**config.mk**
```make
export PLATFORM = sky130hd
export DESIGN_NAME = dpb_bridge
export DESIGN_NICKNAME = d
export VERILOG_FILES = /design/src/hw/dpb_pkg.sv /design/src/hw/dpb_wbuf.sv /design/src/hw/dpb_bridge.sv
export SDC_FILE = /design/constraint.sdc
export NUM_CORES = 2
export LEC_CHECK = 0
export BUFFER_PORTS_ARGS = -buffer_cell sky130_fd_sc_hd__clkbuf_2
export CORE_MARGIN = 2
export CORE_UTILIZATION = 45
export CTS_CLUSTER_DIAMETER = 40
export DETAILED_ROUTE_END_ITERATION = 12
export HOLD_SLACK_MARGIN = 0.03
export PLACE_DENSITY = 0.71
export RECOVER_POWER = 50
export SLEW_MARGIN = 20
export SYNTH_ARGS = -nofsm -noshare
export SYNTH_HDL_FRONTEND = slang
export SYNTH_SLANG_ARGS = --single-unit
```
**constraint.sdc**
```tcl
create_clock -name core_clk_in -period 6.5 [get_ports core_clk_in]
set_clock_uncertainty 0.05 [all_clocks]
set_input_delay 0.325 -clock core_clk_in [delete_from_list [all_inputs] [get_ports core_clk_in]]
set_output_delay 0.325 -clock core_clk_in [all_outputs]
set_load 0.1 [all_outputs]
```
**src/hw/dpb_pkg.sv**
```systemverilog
/*
 * Package of the port-1 DMA bridge: constants, state types and the
 * control record of the bridge; its write buffer uses the constants only.
 * Assumes one 20 MHz core clock and a synchronous active-low reset.
 */
// Operation
// - Register write: quadword carries one longword update
// - Acknowledge only own address without parity error
// - Lower mask nonzero picks low longword
// - Port reads to I/O space end in error
// - Prefetch enabled fetches the longer table length
// - Unlocked read, same hexaword and requested longwords valid: serve from buffer
// - Delivered longword loses its valid bit
// - Miss forwards the read and invalidates buffer
// - Same hexaword during prefetch waits for it
// - Read matching pending write hexaword stalls
// - Locked read flushes pending writes first
// - Reads win over posted writes
// - Read address goes out only after grant
// - Deliver data on arrival, keep unrequested prefetch
// - Writes, locks, own I/O drop prefetch data
// - Port writes to I/O space end in error
// - Short writes quadword, long writes octaword
// - Buffered write invalidates, arbitrates, then issues
package dpb_pkg;

  // ****************************************************************
  // Register space
  // ****************************************************************
  localparam logic [31:0] DPB_REG_BASE = 32'h2000_0000;
  localparam int unsigned DPB_REG_LWORDS = 2;
  localparam int unsigned DPB_CTRL_IDX = 0;
  localparam int unsigned DPB_PF_EN_BIT = 0;
  localparam logic [31:0] DPB_CTRL_RST = 32'h0000_0000;

  // ****************************************************************
  // System bus commands and lengths
  // ****************************************************************
  localparam logic [2:0] DPB_CMD_WRITE = 3'h2;
  localparam logic [2:0] DPB_CMD_WRITE_DISOWN = 3'h3;
  localparam logic [1:0] DPB_MCMD_READ = 2'h1;
  localparam logic [1:0] DPB_MCMD_WRITE = 2'h2;
  localparam logic [2:0] DPB_SLEN_QW = 3'h1;
  localparam logic [2:0] DPB_SLEN_OCT = 3'h2;
  localparam logic [2:0] DPB_SLEN_HEX = 3'h4;

  // ****************************************************************
  // Port lengths and write buffer
  // ****************************************************************
  localparam logic [1:0] DPB_LEN_LW = 2'h0;
  localparam logic [1:0] DPB_LEN_QW = 2'h1;
  localparam logic [1:0] DPB_LEN_HW = 2'h2;
  localparam logic [1:0] DPB_LEN_OW = 2'h3;
  localparam int unsigned DPB_WBUF_DEPTH = 32;
  localparam int unsigned DPB_WBUF_WIDTH = 36;

  // ****************************************************************
  // State types
  // ****************************************************************
  typedef enum logic [1:0] {DPB_P_IDLE, DPB_P_CHECK, DPB_P_SERVE} dpb_port_e;
  typedef enum logic [2:0] {DPB_M_IDLE, DPB_M_REQ, DPB_M_WDATA} dpb_mst_e;

  typedef struct packed {
    dpb_port_e ps;
    dpb_mst_e ms;
    logic [31:0] l_addr;
    logic [1:0] l_len;
    logic l_wr;
    logic l_lock;
    logic l_io;
    logic [7:0] need;
    logic [26:0] prev_hex;
    logic prev_v;
    logic [7:0] rb_v;
    logic [7:0] keep;
    logic fetch;
    logic [1:0] f_q;
    logic [2:0] f_n;
    logic [2:0] f_cnt;
    logic rfwd;
    logic wpend;
    logic [31:0] w_addr;
    logic [1:0] w_len;
    logic [2:0] w_slot;
    logic [31:0] w_lo;
    logic [3:0] w_lom;
    logic m_rd;
    logic req_rdy;
    logic rv;
    logic [31:0] rdata;
    logic done;
    logic err_n;
    logic sreq;
    logic mvalid;
    logic [1:0] mcmd;
    logic [31:0] maddr;
    logic [2:0] mlen;
    logic mlock;
    logic [63:0] mdata;
    logic [7:0] mmask;
    logic mdv;
  } dpb_st_s;

endpackage

```
**src/hw/dpb_wbuf.sv**
```systemverilog
/*
 * Write buffer FIFO of the port-1 DMA bridge, width and depth set by
 * parameters. Assumes both sides on the core clock; depth a power of two.
 */
`timescale 1ns/1ps
module dpb_wbuf
  import dpb_pkg::*;
#(
  parameter int unsigned WIDTH = DPB_WBUF_WIDTH,
  parameter int unsigned DEPTH = DPB_WBUF_DEPTH,
  localparam int unsigned AW = $clog2(DEPTH),
  localparam int unsigned LVW = $clog2(DEPTH + 1)
) (
  // Clock and reset
  input wire logic core_clk_in,
  input wire logic nrst_in,
  // Filling side
  input wire logic in_valid_in,
  output logic in_ready_out,
  input wire logic [WIDTH-1:0] in_data_in,
  // Draining side
  output logic out_valid_out,
  input wire logic out_ready_in,
  output logic [WIDTH-1:0] out_data_out,
  output logic [LVW-1:0] level_out
);

  if (DEPTH < 4 || (1 << AW) != DEPTH) begin : g_bad_depth
    $error("dpb_wbuf: DEPTH must be a power of two of at least 4");
  end

  logic [WIDTH-1:0] mem [DEPTH];
  logic [AW-1:0] rd;
  logic [AW-1:0] wr;
  logic [AW-1:0] next_rd;
  logic [AW-1:0] next_wr;
  logic [LVW-1:0] next_level;
  logic push;
  logic pop;

  assign push = in_valid_in && in_ready_out;
  assign pop = out_valid_out && out_ready_in;
  assign out_data_out = mem[rd];

  always_comb begin
    next_rd = pop ? rd + AW'(1) : rd;
    next_wr = push ? wr + AW'(1) : wr;
    next_level = level_out + LVW'(push) - LVW'(pop);
  end

  always_ff @(posedge core_clk_in) begin
    if (!nrst_in) begin
      rd <= '0;
      wr <= '0;
      level_out <= '0;
      in_ready_out <= 1'b0;
      out_valid_out <= 1'b0;
    end else begin
      rd <= next_rd;
      wr <= next_wr;
      level_out <= next_level;
      in_ready_out <= next_level != LVW'(DEPTH);
      out_valid_out <= next_level != '0;
    end
  end

  always_ff @(posedge core_clk_in) begin
    if (push) begin
      mem[wr] <= in_data_in;
    end
  end

endmodule // dpb_wbuf

```
**src/hw/dpb_bridge.sv**
```systemverilog
/*
 * Port-1 DMA bridge: system-bus register slave, prefetching read buffer
 * for port DMA reads and a posted write buffer for port DMA writes.
 * Assumes all requesters run on core_clk_in and hold requests until ready.
 */
`timescale 1ns/1ps
module dpb_bridge
  import dpb_pkg::*;
#(
  parameter int unsigned WBUF_DEPTH = DPB_WBUF_DEPTH,
  parameter logic [31:0] REG_BASE = DPB_REG_BASE
) (
  // Clock and reset
  input wire logic core_clk_in,
  input wire logic nrst_in,
  // System bus slave
  input wire logic sys_cmd_valid_in,
  input wire logic [2:0] sys_cmd_in,
  input wire logic [31:0] sys_addr_in,
  input wire logic [7:0] sys_mask_in,
  input wire logic [63:0] sys_data_in,
  input wire logic sys_parity_err_in,
  output logic sys_ack_out,
  output logic prefetch_en_out,
  // System bus master
  output logic sys_req_out,
  input wire logic sys_gnt_in,
  output logic sys_mvalid_out,
  output logic [1:0] sys_mcmd_out,
  output logic [31:0] sys_maddr_out,
  output logic [2:0] sys_mlen_out,
  output logic sys_mlock_out,
  output logic sys_mdvalid_out,
  output logic [63:0] sys_mdata_out,
  output logic [7:0] sys_mmask_out,
  input wire logic sys_rvalid_in,
  input wire logic [63:0] sys_rdata_in,
  // Port bus requests
  input wire logic port1_req_valid_in,
  output logic port1_req_ready_out,
  input wire logic port1_req_write_in,
  input wire logic port1_req_lock_in,
  input wire logic port1_req_io_in,
  input wire logic [31:0] port1_addr_in,
  input wire logic [1:0] port1_len_in,
  input wire logic port1_io_txn_in,
  // Port bus write data
  input wire logic port1_wvalid_in,
  output logic port1_wready_out,
  input wire logic [31:0] port1_wdata_in,
  input wire logic [3:0] port1_wmask_in,
  // Port bus answers
  output logic port1_rvalid_out,
  output logic [31:0] port1_rdata_out,
  output logic port1_done_out,
  output logic port1_error_n_out
);

  localparam int unsigned LVW = $clog2(WBUF_DEPTH + 1);

  if (WBUF_DEPTH < 4) begin : g_bad_depth
    $error("dpb_bridge: WBUF_DEPTH must hold an octaword");
  end

  // ****************************************************************
  // Helpers
  // ****************************************************************
  // length decode
  function automatic logic [7:0] need_mask(input logic [2:0] lw, input logic [1:0] len);
    logic [3:0] ones;
    ones = 4'hf >> (2'd3 - len);
    return 8'(ones) << lw;
  endfunction

  function automatic logic [2:0] fetch_qw(input logic [1:0] len, input logic pf);
    case (len)
      DPB_LEN_LW: return DPB_SLEN_QW;
      DPB_LEN_QW: return pf ? DPB_SLEN_OCT : DPB_SLEN_QW;
      DPB_LEN_HW: return DPB_SLEN_OCT;
      default: return pf ? DPB_SLEN_HEX : DPB_SLEN_OCT;
    endcase
  endfunction

  // ****************************************************************
  // Register slave
  // ****************************************************************
  logic s_v;
  logic s_perr;
  logic [2:0] s_cmd;
  logic [31:0] s_addr;
  logic [7:0] s_mask;
  logic [63:0] s_data;
  logic [31:0] csr [DPB_REG_LWORDS];
  logic [31:0] next_csr [DPB_REG_LWORDS];
  logic next_ack;

  always_comb begin
    logic up;
    up = s_mask[3:0] == 4'h0;
    next_csr = csr;
    next_ack = s_v && !s_perr && (s_addr[31:3] == REG_BASE[31:3]) &&
      (s_cmd == DPB_CMD_WRITE || s_cmd == DPB_CMD_WRITE_DISOWN);
    if (next_ack) begin
      next_csr[up] = up ? s_data[63:32] : s_data[31:0];
    end
  end

  always_ff @(posedge core_clk_in) begin
    s_cmd <= sys_cmd_in;
    s_addr <= sys_addr_in;
    s_mask <= sys_mask_in;
    s_data <= sys_data_in;
    s_perr <= sys_parity_err_in;
    if (!nrst_in) begin
      s_v <= 1'b0;
      sys_ack_out <= 1'b0;
      prefetch_en_out <= 1'b0;
      csr <= '{default: DPB_CTRL_RST};
    end else begin
      s_v <= sys_cmd_valid_in;
      sys_ack_out <= next_ack;
      prefetch_en_out <= next_csr[DPB_CTRL_IDX][DPB_PF_EN_BIT];
      csr <= next_csr;
    end
  end

  // ****************************************************************
  // Write buffer
  // ****************************************************************
  logic wf_valid;
  logic wf_pop;
  logic [35:0] wf_data;
  logic [LVW-1:0] wf_level;

  dpb_wbuf #(.WIDTH(DPB_WBUF_WIDTH), .DEPTH(WBUF_DEPTH)) u_wbuf (
    .core_clk_in(core_clk_in),
    .nrst_in(nrst_in),
    .in_valid_in(port1_wvalid_in),
    .in_ready_out(port1_wready_out),
    .in_data_in({port1_wmask_in, port1_wdata_in}),
    .out_valid_out(wf_valid),
    .out_ready_in(wf_pop),
    .out_data_out(wf_data),
    .level_out(wf_level)
  );

  // ****************************************************************
  // Port and master control
  // ****************************************************************
  dpb_st_s st;
  dpb_st_s next_st;
  logic [31:0] rbuf [8];
  logic [1:0] fill_q;
  logic filling;

  assign filling = sys_rvalid_in && st.fetch;
  assign fill_q = (st.f_q & ~2'(st.f_n - 3'd1)) |
    ((st.f_q + st.f_cnt[1:0]) & 2'(st.f_n - 3'd1));

  always_comb begin
    logic [7:0] nm;
    logic [7:0] wn;
    logic [7:0] blk;
    logic [2:0] idx;
    logic [2:0] wb;
    logic [2:0] lwi;
    logic [2:0] nlw;
    logic hit;
    logic whit;
    logic inval;
    logic ins;
    logic [31:0] d;
    logic [3:0] m;
    nm = need_mask(st.l_addr[4:2], st.l_len);
    wn = need_mask(st.w_addr[4:2], st.w_len);
    blk = 8'((9'h1 << {st.f_n, 1'b0}) - 9'h1) << {st.f_q & ~2'(st.f_n - 3'd1), 1'b0};
    idx = 3'd0;
    wb = (st.w_len < DPB_LEN_HW) ? {st.w_addr[4:3], 1'b0} : {st.w_addr[4], 2'b00};
    lwi = wb + st.w_slot;
    nlw = {1'b0, st.w_len} + 3'd1;
    // same hexaword with every requested longword valid
    hit = st.prev_v && (st.l_addr[31:5] == st.prev_hex) && ((st.rb_v & nm) == nm);
    whit = st.wpend && (st.w_addr[31:5] == st.l_addr[31:5]);
    inval = port1_io_txn_in;
    ins = wn[lwi];
    d = ins ? wf_data[31:0] : 32'h0000_0000;
    m = ins ? wf_data[35:32] : 4'h0;
    wf_pop = 1'b0;
    next_st = st;
    next_st.rv = 1'b0;
    next_st.done = 1'b0;
    next_st.err_n = 1'b1;
    next_st.mvalid = 1'b0;
    next_st.mdv = 1'b0;
    for (int i = 7; i >= 0; i--) begin
      if (st.need[i]) begin
        idx = 3'(i);
      end
    end

    case (st.ps)
      DPB_P_IDLE: begin
        if (port1_req_valid_in && st.req_rdy) begin
          next_st.l_addr = port1_addr_in;
          next_st.l_len = port1_len_in;
          next_st.l_wr = port1_req_write_in;
          next_st.l_lock = port1_req_lock_in;
          next_st.l_io = port1_req_io_in;
          next_st.ps = DPB_P_CHECK;
        end
      end
      DPB_P_CHECK: begin
        if (st.l_io) begin
          next_st.err_n = 1'b0;
          next_st.done = 1'b1;
          next_st.ps = DPB_P_IDLE;
        end else if (st.l_wr) begin
          // latch posted write and drop prefetch
          if (!st.wpend) begin
            next_st.wpend = 1'b1;
            next_st.w_addr = st.l_addr;
            next_st.w_len = st.l_len;
            next_st.done = 1'b1;
            next_st.ps = DPB_P_IDLE;
            inval = 1'b1;
          end
        end else if (whit || (st.l_lock && st.wpend)) begin
          // wait for pending write to finish
          next_st.ps = DPB_P_CHECK;
        end else if (hit && !st.l_lock) begin
          next_st.need = nm;
          next_st.ps = DPB_P_SERVE;
        end else if (!st.fetch) begin
          // forward a miss with its fetch length
          next_st.rb_v = 8'h00;
          next_st.prev_hex = st.l_addr[31:5];
          next_st.prev_v = 1'b1;
          next_st.f_q = st.l_addr[4:3];
          next_st.f_n = fetch_qw(st.l_len, prefetch_en_out);
          next_st.keep = (prefetch_en_out && !st.l_lock) ? 8'hff : nm;
          next_st.need = nm;
          next_st.rfwd = 1'b1;
          next_st.ps = DPB_P_SERVE;
        end
        // otherwise hold until the running fetch ends
      end
      default: begin
        if (st.need == 8'h00) begin
          next_st.done = 1'b1;
          next_st.ps = DPB_P_IDLE;
        end else if (st.rb_v[idx]) begin
          next_st.rv = 1'b1;
          next_st.rdata = rbuf[idx];
          next_st.need[idx] = 1'b0;
          next_st.rb_v[idx] = 1'b0;
        end
      end
    endcase

    case (st.ms)
      DPB_M_IDLE: begin
        if (st.rfwd) begin
          next_st.sreq = 1'b1;
          next_st.m_rd = 1'b1;
          next_st.ms = DPB_M_REQ;
        end else if (st.wpend && 32'(wf_level) >= 32'(nlw)) begin
          next_st.sreq = 1'b1;
          next_st.m_rd = 1'b0;
          next_st.ms = DPB_M_REQ;
        end
      end
      DPB_M_REQ: begin
        if (sys_gnt_in) begin
          next_st.sreq = 1'b0;
          next_st.mvalid = 1'b1;
          next_st.mlock = st.m_rd && st.l_lock;
          if (st.m_rd) begin
            next_st.mcmd = DPB_MCMD_READ;
            next_st.maddr = {st.l_addr[31:3], 3'b000};
            next_st.mlen = st.f_n;
            next_st.fetch = 1'b1;
            next_st.f_cnt = 3'd0;
            next_st.rfwd = 1'b0;
            next_st.keep = st.keep & blk;
            next_st.ms = DPB_M_IDLE;
          end else begin
            // write widened to quadword or octaword
            next_st.mcmd = DPB_MCMD_WRITE;
            next_st.maddr = {st.w_addr[31:5], wb, 2'b00};
            next_st.mlen = (st.w_len < DPB_LEN_HW) ? DPB_SLEN_QW : DPB_SLEN_OCT;
            next_st.w_slot = 3'd0;
            next_st.ms = DPB_M_WDATA;
          end
        end
      end
      default: begin
        if (!ins || wf_valid) begin
          wf_pop = ins;
          next_st.w_slot = st.w_slot + 3'd1;
          if (!st.w_slot[0]) begin
            next_st.w_lo = d;
            next_st.w_lom = m;
          end else begin
            next_st.mdv = 1'b1;
            next_st.mdata = {d, st.w_lo};
            next_st.mmask = {m, st.w_lom};
          end
          if (st.w_slot == ((st.w_len < DPB_LEN_HW) ? 3'd1 : 3'd3)) begin
            next_st.wpend = 1'b0;
            next_st.ms = DPB_M_IDLE;
          end
        end
      end
    endcase

    // returned quadword marks its kept longwords
    if (filling) begin
      next_st.rb_v = next_st.rb_v | (st.keep & (8'h03 << {fill_q, 1'b0}));
      next_st.f_cnt = st.f_cnt + 3'd1;
      next_st.fetch = (st.f_cnt + 3'd1) != st.f_n;
    end
    // drop prefetch, sparing longwords owed to a running read
    if (inval || (st.ps == DPB_P_CHECK && st.l_lock && !st.l_io)) begin
      next_st.rb_v = next_st.rb_v & ((next_st.ps == DPB_P_SERVE) ? next_st.need : 8'h00);
      next_st.keep = next_st.keep & ((next_st.ps == DPB_P_SERVE) ? next_st.need : 8'h00);
      next_st.prev_v = next_st.prev_v && next_st.rfwd;
    end
    next_st.req_rdy = next_st.ps == DPB_P_IDLE;
  end

  always_ff @(posedge core_clk_in) begin
    // buffer and stored address start invalid
    if (!nrst_in) begin
      st <= '0;
      st.err_n <= 1'b1;
    end else begin
      st <= next_st;
    end
  end

  always_ff @(posedge core_clk_in) begin
    if (filling) begin
      rbuf[{fill_q, 1'b0}] <= sys_rdata_in[31:0];
      rbuf[{fill_q, 1'b1}] <= sys_rdata_in[63:32];
    end
  end

  assign sys_req_out = st.sreq;
  assign sys_mvalid_out = st.mvalid;
  assign sys_mcmd_out = st.mcmd;
  assign sys_maddr_out = st.maddr;
  assign sys_mlen_out = st.mlen;
  assign sys_mlock_out = st.mlock;
  assign sys_mdvalid_out = st.mdv;
  assign sys_mdata_out = st.mdata;
  assign sys_mmask_out = st.mmask;
  assign port1_req_ready_out = st.req_rdy;
  assign port1_rvalid_out = st.rv;
  assign port1_rdata_out = st.rdata;
  assign port1_done_out = st.done;
  assign port1_error_n_out = st.err_n;
endmodule // dpb_bridge

```
==> reports/qor.txt <==
Register area - 49970 sq um
Number of CTS-inserted buffers - 187
Post-synth top flop - edfxtp_1
P per Cell Area - 307.0 nW/um^2
Max Clk Rate - 182.9 MHz
GRT Residual Overflow - 0
WL/cell - 25.39 um
Final net count - 4912
Failing checks - max-capacitance violations, max-slew violations
Post-DP HPWL - 95350 um
Setup CP Type - input port to flop
Max Cap Viol - 2
Final period util - 84.13%
GRT Total Usage - 21.52%
Layout Cell Area excl Fill - 80390 sq um
P_leak - 24.94 nW
CP Data Arrival Time - 5920 ps
Total Die Area - 157800 sq um
First-pass GRT wire length - 252300 um
Area occupied by multi-input gates - 17770 sq um
Clock sinks - 1791
Clock transition at path regs - 60 ps
Total Power - 24.68 mW
Seq/Total Area, Yosys - 71.76%
Post-route ant nets - 0
Initial antenna violation count - 15
Count leader, synth - edfxtp_1
DRC - 0
Placed cell area - 72720 sq um
R2R depth - 14
Final Core Density - 52.25%
Mapped Cells - 4279
CTS tree - done
Die height - 397.3 um
Synthesized flop and latch total - 1791
Core area - 153900 sq um
Slew margin rel. - -169.4%
Synth Area per Inst - 16.27 sq um
I/O pin count - 405
Fin. Hold Viols - 0
Ys async rst share - 0%
Starting Density - 45.23%
Fillers - 12.10k
Max Slew Vio Count - 197
Worst-Skew Late Latency - 820 ps
Yosys warns - 0
Status - finished, violations left
CTS Buffer Depth - 3
Tightest Pin Transition - 4040 ps
Synth-to-Final Area Change - 15.50%
First drt pass iteration count - 8
Top cell type's share of synthesized area - 60.75%
CTS root buf - clkbuf_16
Area contributors post-synth - edfxtp_1 61%, mux4_2 12%, dfxtp_1 11%
Yosys top cell by area - edfxtp_1
Share of layout cells above drive strength 1 - 18.58%
RSZ-0062 raised after global routing - no
I/O Buffers - 328
WP data required - 6950 ps
Top cells by instance count after synthesis - 1408 x edfxtp_1, 575 x nand2_1, 383 x dfxtp_1
Vias in the first global route - 38.61k
Largest net degree at the start of global routing - 172
GPL Wtd Cong - 0.8814
Crit path max fanout - 171
Setup TNS - 0 ps
Setup ws final - 1031 ps
Hold crit path type - input port to flop
DRT iter0 DRCs - 4912
Critical Path Sink Type - flop
Vias - 39.17k
Die X - 397.3 um
Final Critical Period - 5469 ps
Post-Syn Area - 69600 sq um
Pre-CTS WS - 2035 ps
Drt total wl - 173700 um
Cell variety after synth - 74
EDFF count, synth - 1408
Core Rows - 144
CTS H-tree depth - 4
Setup Viol. Count Final - 0
WHS Path Cells - 2
Via density - 5.726
Total setup buffers inserted after CTS - 0
Worst IR Drop VDD - 210.2 uV
CP startpoint kind - input port
==> layout make-up <==
type / instances / area share [%]
flip-flops and latches: 1791 / 62.16
clock buffers: 233 / 6.229
inverters: 35 / 0.1728
repair buffers: 569 / 4.423
clock inverters: 114 / 1.709
well taps: 2044 / 3.181
multi-input cells: 2048 / 22.11
diodes: 7 / 0.02179
==> report_power, final <==
group / switching (mW) / internal (mW) / total, mW
logic: 0.788 / 0.421 / 1.21
registers: 0.0838 / 12.5 / 12.6
clock network: 4.59 / 6.31 / 10.9
==> logic make-up after synthesis <==
group | synth area share (%)
buffers and inverters | 3.203
XOR/XNOR | 0.9438
adder cells (fa/ha/maj) | 0.5105
AND/OR/NAND/NOR | 5.891
other | 0.005388
AO/OA/AOI/OAI | 4.464
multiplexers | 13.22
flip-flops | 71.76
==> timing repair <==
item | CTS | global route
gates resized for setup | 0 | 0
hold buffers | 157 | 0
endpoints found under the hold margin | 690 | 0
==> registers in the layout, summed over array words and instances (netlist names), 2 cells and up, named ones only <==
signal and count:
sys_mmask_out 8, u_wbuf.level_out 6, s_addr 29, st 174, rbuf 256, s_cmd 2
sys_maddr_out 29, u_wbuf.wr 5, u_wbuf.mem 1152, port1_rdata_out 32, sys_mlen_out 3, u_wbuf.rd 5
s_mask 4, sys_mcmd_out 2, sys_mdata_out 64
==> worst max-delay path: stages <==
cell	delay (ps)
dlygate4sd3_1	530
clkbuf_2	100
clkbuf_1	610
inv_8	860
clkbuf_2	2770
nor3_1	340
==> placed cells by master, fill, tap and decap left out, types with 79 or more instances in the layout <==
cell type | Yosys | layout
edfxtp_1 | 1408 | 1408
a21oi_1 | 285 | 284
dlygate4sd3_1 | 0 | 157
nor2_1 | 200 | 163
clkbuf_16 | 0 | 191
mux2i_1 | 107 | 107
clkbuf_1 | 192 | 285
nor3_1 | 83 | 79
buf_4 | 141 | 79
nand2_1 | 575 | 574
mux4_2 | 360 | 360
dfxtp_1 | 383 | 377
clkbuf_2 | 0 | 81
==> per-stage QoR <==
stage | hold WS, ps | instances
finish | 104.6 | 6841
global route | 66.05 | 6837
CTS | 32.02 | 6833
detailed placement | 378.9 | 6329
global placement | 379.1 | 6329
floorplan | 302.7 | 4281
==> path summary, 6_finish.rpt <==
check	end	slack, ps	start
max	port1_rdata_out[7]	1030	nrst_in
min	s_addr[20]	100	sys_addr_in[20]
max reg2reg	u_wbuf.out_valid_out	1980	st[190]
min reg2reg	sys_mdata_out[1]	390	st[155]
==> metal layers <==
metal | track usage, % | routed length [um] | vias to the layer above
met1 | 29.04 | 69640 | 20130
met4 | 5.188 | 3338 | 12
li1 | - | - | 16990
met5 | 0 | 74 | -
met2 | 35.88 | 85520 | 1764
met3 | 4.432 | 15100 | 273
No activity file was read; power rests on OpenSTA's default activity.
